<file path="src/shared/bhs_pkg.sv">
// Constants, types and state record for the buck hiccup fault sequencer.
// Assumes a single 20 MHz system clock; all times are converted here.
package bhs_pkg;

    localparam int CLK_PERIOD_NS = 50;

    // Times as printed, and their cycle counts (least times round up).
    localparam int COOL_TIME_NS = 5500000;
    localparam int COOL_CYC = (COOL_TIME_NS + CLK_PERIOD_NS - 1) / CLK_PERIOD_NS;
    localparam int SS_TIME_NS = 3600000;
    localparam int SS_CYC = (SS_TIME_NS + CLK_PERIOD_NS - 1) / CLK_PERIOD_NS;
    localparam int UV_TIME_NS = 7000;
    localparam int UV_CYC = (UV_TIME_NS + CLK_PERIOD_NS - 1) / CLK_PERIOD_NS;
    localparam int BLANK_TIME_NS = 200;
    localparam int BLANK_CYC =
        (BLANK_TIME_NS + CLK_PERIOD_NS - 1) / CLK_PERIOD_NS;
    localparam int MIN_OFF_NS = 200;
    localparam int MIN_OFF_CYC = (MIN_OFF_NS + CLK_PERIOD_NS - 1) / CLK_PERIOD_NS;
    localparam int SW_FREQ_KHZ = 300;
    localparam int SW_CYC = (1000000 / CLK_PERIOD_NS) / SW_FREQ_KHZ;

    // Event counts.
    localparam int LO_TRIP_COUNT = 15;
    localparam int CLEAN_RUN_COUNT = 32;

    // Widths.
    localparam int REF_W = 10;
    localparam int TMR_W = 20;
    localparam int SWC_W = 8;
    localparam int PIN_N = 6;

    // Ramp reset and full-scale values.
    localparam logic [REF_W-1:0] RAMP_RST = 10'h000;
    localparam logic [REF_W-1:0] RAMP_FULL = 10'h3FF;

    typedef enum logic [1:0] {
        BHS_RAMP,
        BHS_RUN,
        BHS_COOL
    } bhs_state_e;

    // Synchronised pin levels.
    typedef struct packed {
        logic lo_ov;
        logic hs_ov;
        logic uv;
        logic pwm_on;
        logic lockout;
        logic shutdown;
    } bhs_pins_s;

    // Gate, reference and status outputs.
    typedef struct packed {
        logic high_gate;
        logic low_gate;
        logic hiccup;
        logic ramp_busy;
        logic uv_enabled;
        logic ext_ss_discharge;
        logic [REF_W-1:0] reference;
    } bhs_out_s;

    typedef struct packed {
        bhs_state_e state;
        logic [TMR_W-1:0] tmr;
        logic [REF_W-1:0] ramp;
        logic [SWC_W-1:0] sw_cnt;
        logic [3:0] blank;
        logic [4:0] lo_cnt;
        logic [5:0] clean_cnt;
        logic [7:0] uv_cnt;
        logic sampled;
        logic cl_mode;
        logic cl_wait;
        bhs_out_s out;
    } bhs_core_s;

endpackage : bhs_pkg

</file>
<file path="src/hw/bhs_pin_sync.sv">
// Three-stage synchroniser for comparator and control pins.
// Assumes asynchronous pin levels; output follows once stages 2 and 3 agree.
`timescale 1ns/1ps
`default_nettype none

module bhs_pin_sync
    import bhs_pkg::*;
#(
    parameter int W = PIN_N
)
(
    input wire logic sys_clk,
    input wire logic sys_rst,
    input wire logic [W-1:0] pin_async,
    output logic [W-1:0] pin_sync
);

    typedef struct packed {
        logic [W-1:0] s1;
        logic [W-1:0] s2;
        logic [W-1:0] s3;
        logic [W-1:0] q;
    } bhs_sync_s;

    bhs_sync_s st_r;
    bhs_sync_s st_nxt;

    always_comb
    begin
        st_nxt = st_r;
        st_nxt.s1 = pin_async;
        st_nxt.s2 = st_r.s1;
        st_nxt.s3 = st_r.s2;
        for (int i = 0; i < W; i++)
        begin
            if (st_r.s2[i] == st_r.s3[i])
            begin
                st_nxt.q[i] = st_r.s3[i];
            end
        end
    end

    always_ff @(posedge sys_clk or posedge sys_rst)
    begin
        if (sys_rst)
        begin
            st_r <= '0;
        end
        else
        begin
            st_r <= st_nxt;
        end
    end

    assign pin_sync = st_r.q;

endmodule : bhs_pin_sync

`default_nettype wire

</file>
<file path="src/hw/bhs_sequencer.sv">
// Hiccup fault sequencer with gate timing for a synchronous buck controller.
// Assumes comparator pins are asynchronous and reference words are
// produced on sys_clk.
//
// Behaviour
// - Hiccup entry turns both gates off and starts a 5.5 ms cool-down.
// - After cool-down an internal 3.6 ms soft-start ramp runs.
// - Fifteen sampled low-side over-limit cycles cause hiccup entry.
// - The low-side comparator is sampled once per cycle at off-time start.
// - 32 consecutive clean cycles between events clear the event counter.
// - A high-side comparator trip causes hiccup entry at once.
// - In steady state, undervoltage held for 7 us causes hiccup entry.
// - The loop reference is the lowest of bandgap, external and ramp.
// - Only lockout or shutdown discharge the external soft-start.
// - Hiccup entry arms the cool-down timer and zeroes the ramp.
// - During a ramp only the two current-limit faults cause hiccup entry.
// - The high-side comparator is ignored for 200 ns after turn-on.
// - A current-limit cycle skips the high pulse until current falls back.
// - Undervoltage monitoring is enabled only after the ramp has finished.
`timescale 1ns/1ps
`default_nettype none

module bhs_sequencer
    import bhs_pkg::*;
#(
    parameter int COOL_CYCLES = bhs_pkg::COOL_CYC,
    parameter int SS_CYCLES = bhs_pkg::SS_CYC,
    parameter int SW_CYCLES = bhs_pkg::SW_CYC
)
(
    input wire logic sys_clk,
    input wire logic sys_rst,
    input wire logic lowside_overlimit,
    input wire logic highside_overlimit,
    input wire logic output_undervoltage_detect,
    input wire logic pwm_on,
    input wire logic supply_undervoltage_lockout,
    input wire logic shutdown,
    input wire logic [bhs_pkg::REF_W-1:0] bandgap_ref,
    input wire logic [bhs_pkg::REF_W-1:0] ext_soft_start_level,
    output bhs_pkg::bhs_out_s status
);

    import bhs_pkg::*;

    localparam int SS_STEP_RAW = SS_CYCLES >> REF_W;
    localparam int SS_STEP = (SS_STEP_RAW > 0) ? SS_STEP_RAW : 1;
    localparam logic [TMR_W-1:0] COOL_LAST = TMR_W'(COOL_CYCLES - 1);
    localparam logic [TMR_W-1:0] STEP_LAST = TMR_W'(SS_STEP - 1);
    localparam logic [SWC_W-1:0] SW_LAST = SWC_W'(SW_CYCLES - 1);
    localparam logic [SWC_W-1:0] OFF_EDGE = SWC_W'(SW_CYCLES - MIN_OFF_CYC);
    localparam logic [3:0] BLANK_LAST = 4'(BLANK_CYC);
    localparam logic [4:0] LO_LAST = 5'(LO_TRIP_COUNT - 1);
    localparam logic [5:0] CLEAN_LAST = 6'(CLEAN_RUN_COUNT - 1);
    localparam logic [7:0] UV_LAST = 8'(UV_CYC - 1);

    function automatic logic [REF_W-1:0] min2(
        input logic [REF_W-1:0] a,
        input logic [REF_W-1:0] b
    );
        min2 = (a < b) ? a : b;
    endfunction : min2

    bhs_pins_s pins;
    bhs_core_s st_r;
    bhs_core_s st_nxt;
    logic lo_trip;
    logic hs_trip;
    logic uv_trip;
    logic lo_sample;
    logic cycle_start;
    logic powered_down;
    logic handover;

    bhs_pin_sync #(
        .W(PIN_N)
    ) u_sync (
        .sys_clk(sys_clk),
        .sys_rst(sys_rst),
        .pin_async({lowside_overlimit, highside_overlimit,
                    output_undervoltage_detect, pwm_on,
                    supply_undervoltage_lockout, shutdown}),
        .pin_sync(pins)
    );

    always_comb
    begin
        st_nxt = st_r;
        powered_down = pins.lockout | pins.shutdown;
        handover = 1'b0;
        cycle_start = (st_r.sw_cnt == '0);
        lo_sample = st_r.out.low_gate & ~st_r.sampled;
        lo_trip = lo_sample & pins.lo_ov & (st_r.lo_cnt == LO_LAST);
        hs_trip = st_r.out.high_gate & (st_r.blank == BLANK_LAST)
            & pins.hs_ov;
        uv_trip = (st_r.state == BHS_RUN) & pins.uv
            & (st_r.uv_cnt == UV_LAST);

        // Switching-cycle timebase.
        st_nxt.sw_cnt = (st_r.sw_cnt == SW_LAST) ? '0 : st_r.sw_cnt + 1'b1;
        if (cycle_start)
        begin
            st_nxt.sampled = 1'b0;
        end

        // Low-side event counting, once per cycle.
        if (lo_sample)
        begin
            st_nxt.sampled = 1'b1;
            st_nxt.cl_mode = pins.lo_ov;
            if (pins.lo_ov)
            begin
                st_nxt.lo_cnt = st_r.lo_cnt + 1'b1;
                st_nxt.clean_cnt = '0;
            end
            else if (st_r.clean_cnt == CLEAN_LAST)
            begin
                st_nxt.lo_cnt = '0;
                st_nxt.clean_cnt = '0;
            end
            else
            begin
                st_nxt.clean_cnt = st_r.clean_cnt + 1'b1;
            end
        end

        // Gate timing with one cycle of dead time between drives.
        st_nxt.out.high_gate = st_r.out.high_gate;
        if (st_r.out.high_gate)
        begin
            if (st_r.blank != BLANK_LAST)
            begin
                st_nxt.blank = st_r.blank + 1'b1;
            end
            if (!pins.pwm_on || st_r.sw_cnt >= OFF_EDGE)
            begin
                st_nxt.out.high_gate = 1'b0;
            end
        end
        else if (cycle_start)
        begin
            if (st_r.cl_mode)
            begin
                st_nxt.cl_wait = 1'b1;
            end
            else if (pins.pwm_on && !st_r.out.low_gate)
            begin
                st_nxt.out.high_gate = 1'b1;
                st_nxt.blank = '0;
                st_nxt.cl_wait = 1'b0;
            end
        end
        else if (st_r.cl_wait && !pins.lo_ov && st_r.sw_cnt < OFF_EDGE)
        begin
            // Current is back below the limit: low drive off first, high next.
            if (st_r.out.low_gate)
            begin
                handover = 1'b1;
            end
            else
            begin
                st_nxt.cl_wait = 1'b0;
                st_nxt.cl_mode = 1'b0;
                st_nxt.out.high_gate = 1'b1;
                st_nxt.blank = '0;
            end
        end
        else if (st_r.sw_cnt == SW_LAST && !st_nxt.cl_mode && pins.pwm_on)
        begin
            handover = 1'b1;
        end
        st_nxt.out.low_gate = ~st_r.out.high_gate & ~st_nxt.out.high_gate
            & ~handover;

        // Undervoltage glitch filter, live only after the ramp.
        if (st_r.state == BHS_RUN && pins.uv)
        begin
            if (st_r.uv_cnt != UV_LAST)
            begin
                st_nxt.uv_cnt = st_r.uv_cnt + 1'b1;
            end
        end
        else
        begin
            st_nxt.uv_cnt = '0;
        end

        unique case (st_r.state)
            BHS_RAMP:
            begin
                if (st_r.tmr == STEP_LAST)
                begin
                    st_nxt.tmr = '0;
                    if (st_r.ramp == RAMP_FULL)
                    begin
                        st_nxt.state = BHS_RUN;
                    end
                    else
                    begin
                        st_nxt.ramp = st_r.ramp + 1'b1;
                    end
                end
                else
                begin
                    st_nxt.tmr = st_r.tmr + 1'b1;
                end
            end
            BHS_RUN:
            begin
                st_nxt.tmr = '0;
            end
            BHS_COOL:
            begin
                st_nxt.out.high_gate = 1'b0;
                st_nxt.out.low_gate = 1'b0;
                if (st_r.tmr == COOL_LAST)
                begin
                    st_nxt.tmr = '0;
                    st_nxt.state = BHS_RAMP;
                end
                else
                begin
                    st_nxt.tmr = st_r.tmr + 1'b1;
                end
            end
        endcase

        // Fault entry; faults are not watched while cooling down.
        if (st_r.state != BHS_COOL && (lo_trip || hs_trip || uv_trip))
        begin
            st_nxt.state = BHS_COOL;
            st_nxt.tmr = '0;
            st_nxt.ramp = RAMP_RST;
            st_nxt.out.high_gate = 1'b0;
            st_nxt.out.low_gate = 1'b0;
            st_nxt.lo_cnt = '0;
            st_nxt.clean_cnt = '0;
            st_nxt.cl_mode = 1'b0;
            st_nxt.cl_wait = 1'b0;
            st_nxt.uv_cnt = '0;
        end

        // Lockout or shutdown restarts from a fresh soft-start.
        if (powered_down)
        begin
            st_nxt = '0;
            st_nxt.state = BHS_RAMP;
            st_nxt.ramp = RAMP_RST;
        end

        st_nxt.out.ext_ss_discharge = powered_down;
        st_nxt.out.hiccup = (st_nxt.state == BHS_COOL);
        st_nxt.out.ramp_busy = (st_nxt.state == BHS_RAMP);
        st_nxt.out.uv_enabled = (st_nxt.state == BHS_RUN);
        st_nxt.out.reference = min2(min2(bandgap_ref, ext_soft_start_level),
            (st_nxt.state == BHS_RUN) ? RAMP_FULL : st_nxt.ramp);
    end

    always_ff @(posedge sys_clk or posedge sys_rst)
    begin
        if (sys_rst)
        begin
            st_r <= '0;
        end
        else
        begin
            st_r <= st_nxt;
        end
    end

    assign status = st_r.out;

endmodule : bhs_sequencer

`default_nettype wire

</file>
<file path="config.mk">
export PLATFORM = sky130hd
export DESIGN_NAME = bhs_sequencer
export DESIGN_NICKNAME = d
export VERILOG_FILES = /design/src/shared/bhs_pkg.sv /design/src/hw/bhs_pin_sync.sv /design/src/hw/bhs_sequencer.sv
export SDC_FILE = /design/constraint.sdc
export NUM_CORES = 1
export LEC_CHECK = 0
export BUFFER_PORTS_ARGS = -buffer_cell sky130_fd_sc_hd__buf_2
export CELL_PAD_IN_SITES_DETAIL_PLACEMENT = 1
export CELL_PAD_IN_SITES_GLOBAL_PLACEMENT = 2
export CORE_UTILIZATION = 39
export CTS_BUF_LIST = sky130_fd_sc_hd__clkbuf_8 sky130_fd_sc_hd__clkbuf_16
export CTS_CLUSTER_SIZE = 40
export DETAILED_ROUTE_END_ITERATION = 8
export PLACE_DENSITY = 0.9
export SLEW_MARGIN = 15
export SYNTH_ARGS = -nofsm -noshare
export SYNTH_HDL_FRONTEND = slang
export SYNTH_SLANG_ARGS = --single-unit
</file>
<file path="constraint.sdc">
create_clock -name sys_clk -period 5.7 [get_ports sys_clk]
set_input_delay 1.71 -clock sys_clk [delete_from_list [all_inputs] [get_ports sys_clk]]
set_output_delay 1.71 -clock sys_clk [all_outputs]
set_load 0.02 [all_outputs]
</file>
==> impl_metrics.csv <==
group,metric,value,unit
sta,max_slew.worst_pin.slew,0.851,ns
routing,detail_route.drc_violations,0,
critical_path,criticalPathCategory,"primary input to register",
global_route,grtUsageTotal,17.9,%
power,ir_drop,194,uV
synth,syn_area,0.00558,mm^2
clock_network,cts_setup_buffers,0,
synth,postSynth.topFlopCell,"sky130_fd_sc_hd__dfrtp_1",
critical_path,path_max_fanout,9,
critical_path,path_buf_inv,5,
synth,number_of_register_bits_inferred_by_synthesis,106,
critical_path,cp_slowest_stage_delay,0.41,ns
run,cap_viol_max_count,0,
synth,yosys.cell_types.count,67,
synth,synthCells,545,
routing,post_detailed_routing_wire_length,12000,um
sta,timing.final.crit_share,89.7,%
clock_network,htree_num_levels,3,
global_route,first_global_vias,4238,
final_layout,layout.cells.most_common,"sky130_fd_sc_hd__dfrtp_1",
routing,drt-initial-drc-count,140,
power,sequential_cell_fraction_of_total_power,50.7,%
final_layout,num_antenna_cells,0,
final_layout,areaGrowthSynthToFinish,10.5,%
floorplanning,fp.dieW,122,um
floorplanning,rows,43,
sta,drv_slew,0,
clock_network,cts_tree,"done",
synth,syn_nets,607,
power,power_density,255,mW/mm^2
clock_network,cts-buffers-inserted,9,
hold_path,worstHoldPathType,"register to register",
place,dp.cells,744,
clock_network,path_clk_slew,0.07,ns
critical_path,slowest_library_cell_on_the_worst_path,"sky130_fd_sc_hd__a211o_1",
status,run_status,"finished, final reports clean",
sta,slew_headroom,43.2,%
routing,drt_pass1_iterations,4,
final_layout,fin_area,0.00617,mm^2
power,pwr-share-comb,11.6,%
synth,post_synth.cell_area_avg,10.2,um^2
clock_network,cts_sink_cnt,106,
floorplanning,design.die.area,0.0148,mm^2
sta,report.final.setup_viol,0,
floorplanning,placeableCoreArea,0.0139,mm^2
global_route,grt_pass1_wl,20700,um
clock_network,ctsRootBufferMaster,"sky130_fd_sc_hd__clkbuf_16",
final_layout,layout.cells.most_common_list,"sky130_fd_sc_hd__dfrtp_1 (106), sky130_fd_sc_hd__nor2_1 (68), sky130_fd_sc_hd__buf_2 (43)",
final_layout,fillers,1528,
routing,routed_via_density,5.27,
sta,maxClockFrequency,0.196,GHz
clock_network,clock_tree.buffer_depth,2,
clock_network,post_cts_resized,0,
global_route,grt.overflow.total,0,
routing,routed_wire_length_per_instance,15.8,um
synth,postSynth.asyncResetShare,100,%
hold_path,timing.hold.worst.start,"u_sync.st_nxt[12]",
critical_path,critical_path.endpoint_type,"register",
power,p_switching,410,uW
global_route,grt_start_max_net_pins,69,
floorplanning,chipHeight,122,um
floorplanning,start_util,40.1,%
sta,final_period_minus_worst_setup_slack,5.11,ns
sta,skew,0.00685,ns
critical_path,crit_path_cell_trace,"buf_2 > inv_1 > ha_1 > a211oi_1 > o21ai_1 > a211o_1 > buf_4 > mux2i_1 > inv_1 > ha_1 > a2111oi_0 > o21ai_0 > a31o_2 > a21o_1 > o41ai_2 > buf_4 > mux2_2",
place,place.gp.congestion,0.814,
final_layout,instances_no_fill,760,
critical_path,timing.critical_path.from,"ext_soft_start_level[1]",
global_route,grt_antenna_before_repair,0,
routing,drtAntennaViolNets,0,
final_layout,design.final.nets,637,
critical_path,cp_data_required_time,5.94,ns
place,place.port_buffers,43,
place,placed_cell_area,0.00589,mm^2
synth,synth.yosys.seq_area_share,47.5,%
clock_network,cts_hold_buf,0,
routing,vias,4004,
critical_path,critPathArrivalTime,5.35,ns
power,pwr-share-clk,37.7,%
power,cell_internal_pwr,1160,uW
final_layout,drive_above_1_share,15.7,%
power,cellLeakagePower,0.00275,uW
sta,setup_repair_after_global_routing_missed_its_margin,"no",
power,net_switching_share_of_the_total_power,26.0,%
critical_path,worst_setup_path_start_kind,"primary input",
clock_network,clock_latency,0.35,ns
sta,report.final.hold_viol_count,0,
place,dp_hpwl,8910,um
critical_path,worstReg2RegStart,"st_r[61]",
critical_path,worst_path_dominant_cell_family,"compound AO/OA/AOI/OAI gates",
synth,synth_edf_count,0,
sta,totalNegativeSetupSlack,0,ns
synth,yosysWarningCount,0,
floorplanning,pin_count,44,
[area by class of cell]
type / count / area, um^2 / area share [%]
well taps: 180 / 225 / 3.65
inverters: 34 / 130 / 2.11
multi-input cells: 375 / 2620 / 42.5
clock buffers: 11 / 253 / 4.10
clock inverters: 5 / 30.0 / 0.487
repair buffers: 49 / 260 / 4.22
flip-flops and latches: 106 / 2650 / 43.0
[cell usage after synthesis (all sizes together), types with 4 or more instances]
master    n  share of area (%)
a211oi    4               0.54
a21oi    19                1.8
and2      4               0.49
and4      5               0.83
and4b     5               0.90
buf      22                2.9
clkbuf    8               0.54
dfrtp   106                 48
ha       34                7.6
inv      34                2.3
maj3      6                1.1
mux2      8                1.6
mux2i    15                2.7
nand2    29                2.0
nand2b    7               0.78
nand3    26                2.3
nand4    15                1.7
nor2     68                4.6
nor3     19                1.7
nor4      5               0.83
o21ai    18                1.6
o31ai     5               0.76
or2       4               0.45
xnor2    14                2.2
xor2     24                3.8
[path summary, 6_finish.rpt]
kind / slack [ns] / to / cells after the start
setup / recovery: 0.59 / status[7] / 17
hold / removal: 0.36 / u_sync.st_nxt[6] / 0
setup reg to reg: 0.88 / status[7] / 17
hold reg to reg: 0.36 / u_sync.st_nxt[6] / 0
max in group asynchronous: 3.14 / status[8] / 3
min in group asynchronous: 1.54 / u_sync.st_nxt[7] / 2
[power groups by stage]
stage          clock (uW)  combinational [uW]  sequential [uW]
6_report              593                 183              797
5_1_grt               638                 206              800
4_1_cts               616                 187              797
3_5_place_dp            0                 186              812
3_3_place_gp            0                 177              810
2_1_floorplan           0                 145              803
[worst register-to-register path, cell delays in order (launching register included)]
cell and delay [ns]:
sky130_fd_sc_hd__dfrtp_1 0.41, sky130_fd_sc_hd__inv_1 0.07, sky130_fd_sc_hd__ha_1 0.14, sky130_fd_sc_hd__nor4b_1 0.24, sky130_fd_sc_hd__nand3_1 0.44, sky130_fd_sc_hd__nor4b_1 0.77, sky130_fd_sc_hd__nand4_1 0.18, sky130_fd_sc_hd__a21oi_1 0.22
sky130_fd_sc_hd__or2_0 0.17, sky130_fd_sc_hd__inv_1 0.06, sky130_fd_sc_hd__ha_1 0.19, sky130_fd_sc_hd__a2111oi_0 0.30, sky130_fd_sc_hd__o21ai_0 0.15, sky130_fd_sc_hd__a31o_2 0.27, sky130_fd_sc_hd__a21o_1 0.20, sky130_fd_sc_hd__o41ai_2 0.28
sky130_fd_sc_hd__buf_4 0.25, sky130_fd_sc_hd__mux2_2 0.36
[flip-flops by register name, indices dropped and copies added (netlist names)]
signal	cells
status	16
u_sync.st_nxt	12
u_sync.pin_sync	6
u_sync.st_r	6
st_r	66
[metal layers]
layer | vias up | GRT usage, % | part of all wire (%)
met2 | 32 | 31.1 | 52
met4 | 0 | 4.63 | 0.95
li1 | 1947 | - | -
met5 | - | 0 | 0
met3 | 9 | 4.26 | 2.6
met1 | 2016 | 22.2 | 45
[through the flow]
| step | total power (uW) | util [%] | setup WS, ns | hold WS (ns) |
|---|---|---|---|---|
| floorplan | 948 | - | 0.492 | 0.331 |
| global placement | 988 | 42.3 | 0.352 | 0.332 |
| detailed placement | 998 | 42.3 | 0.213 | 0.341 |
| CTS | 1600 | 44.3 | 0.589 | 0.357 |
| global route | 1640 | 44.3 | 0.305 | 0.359 |
| finish | 1570 | 44.3 | 0.588 | 0.356 |
[logic make-up after synthesis]
kind of cell,Yosys count,share of synthesized area (%)
simple gates,205,19.1
flops,106,47.5
compound gates,69,8.69
buf+inv,64,5.71
fa+ha+maj,40,8.69
xor+xnor,38,5.96
mux,23,4.30
Power figures use the tool's default switching activity.
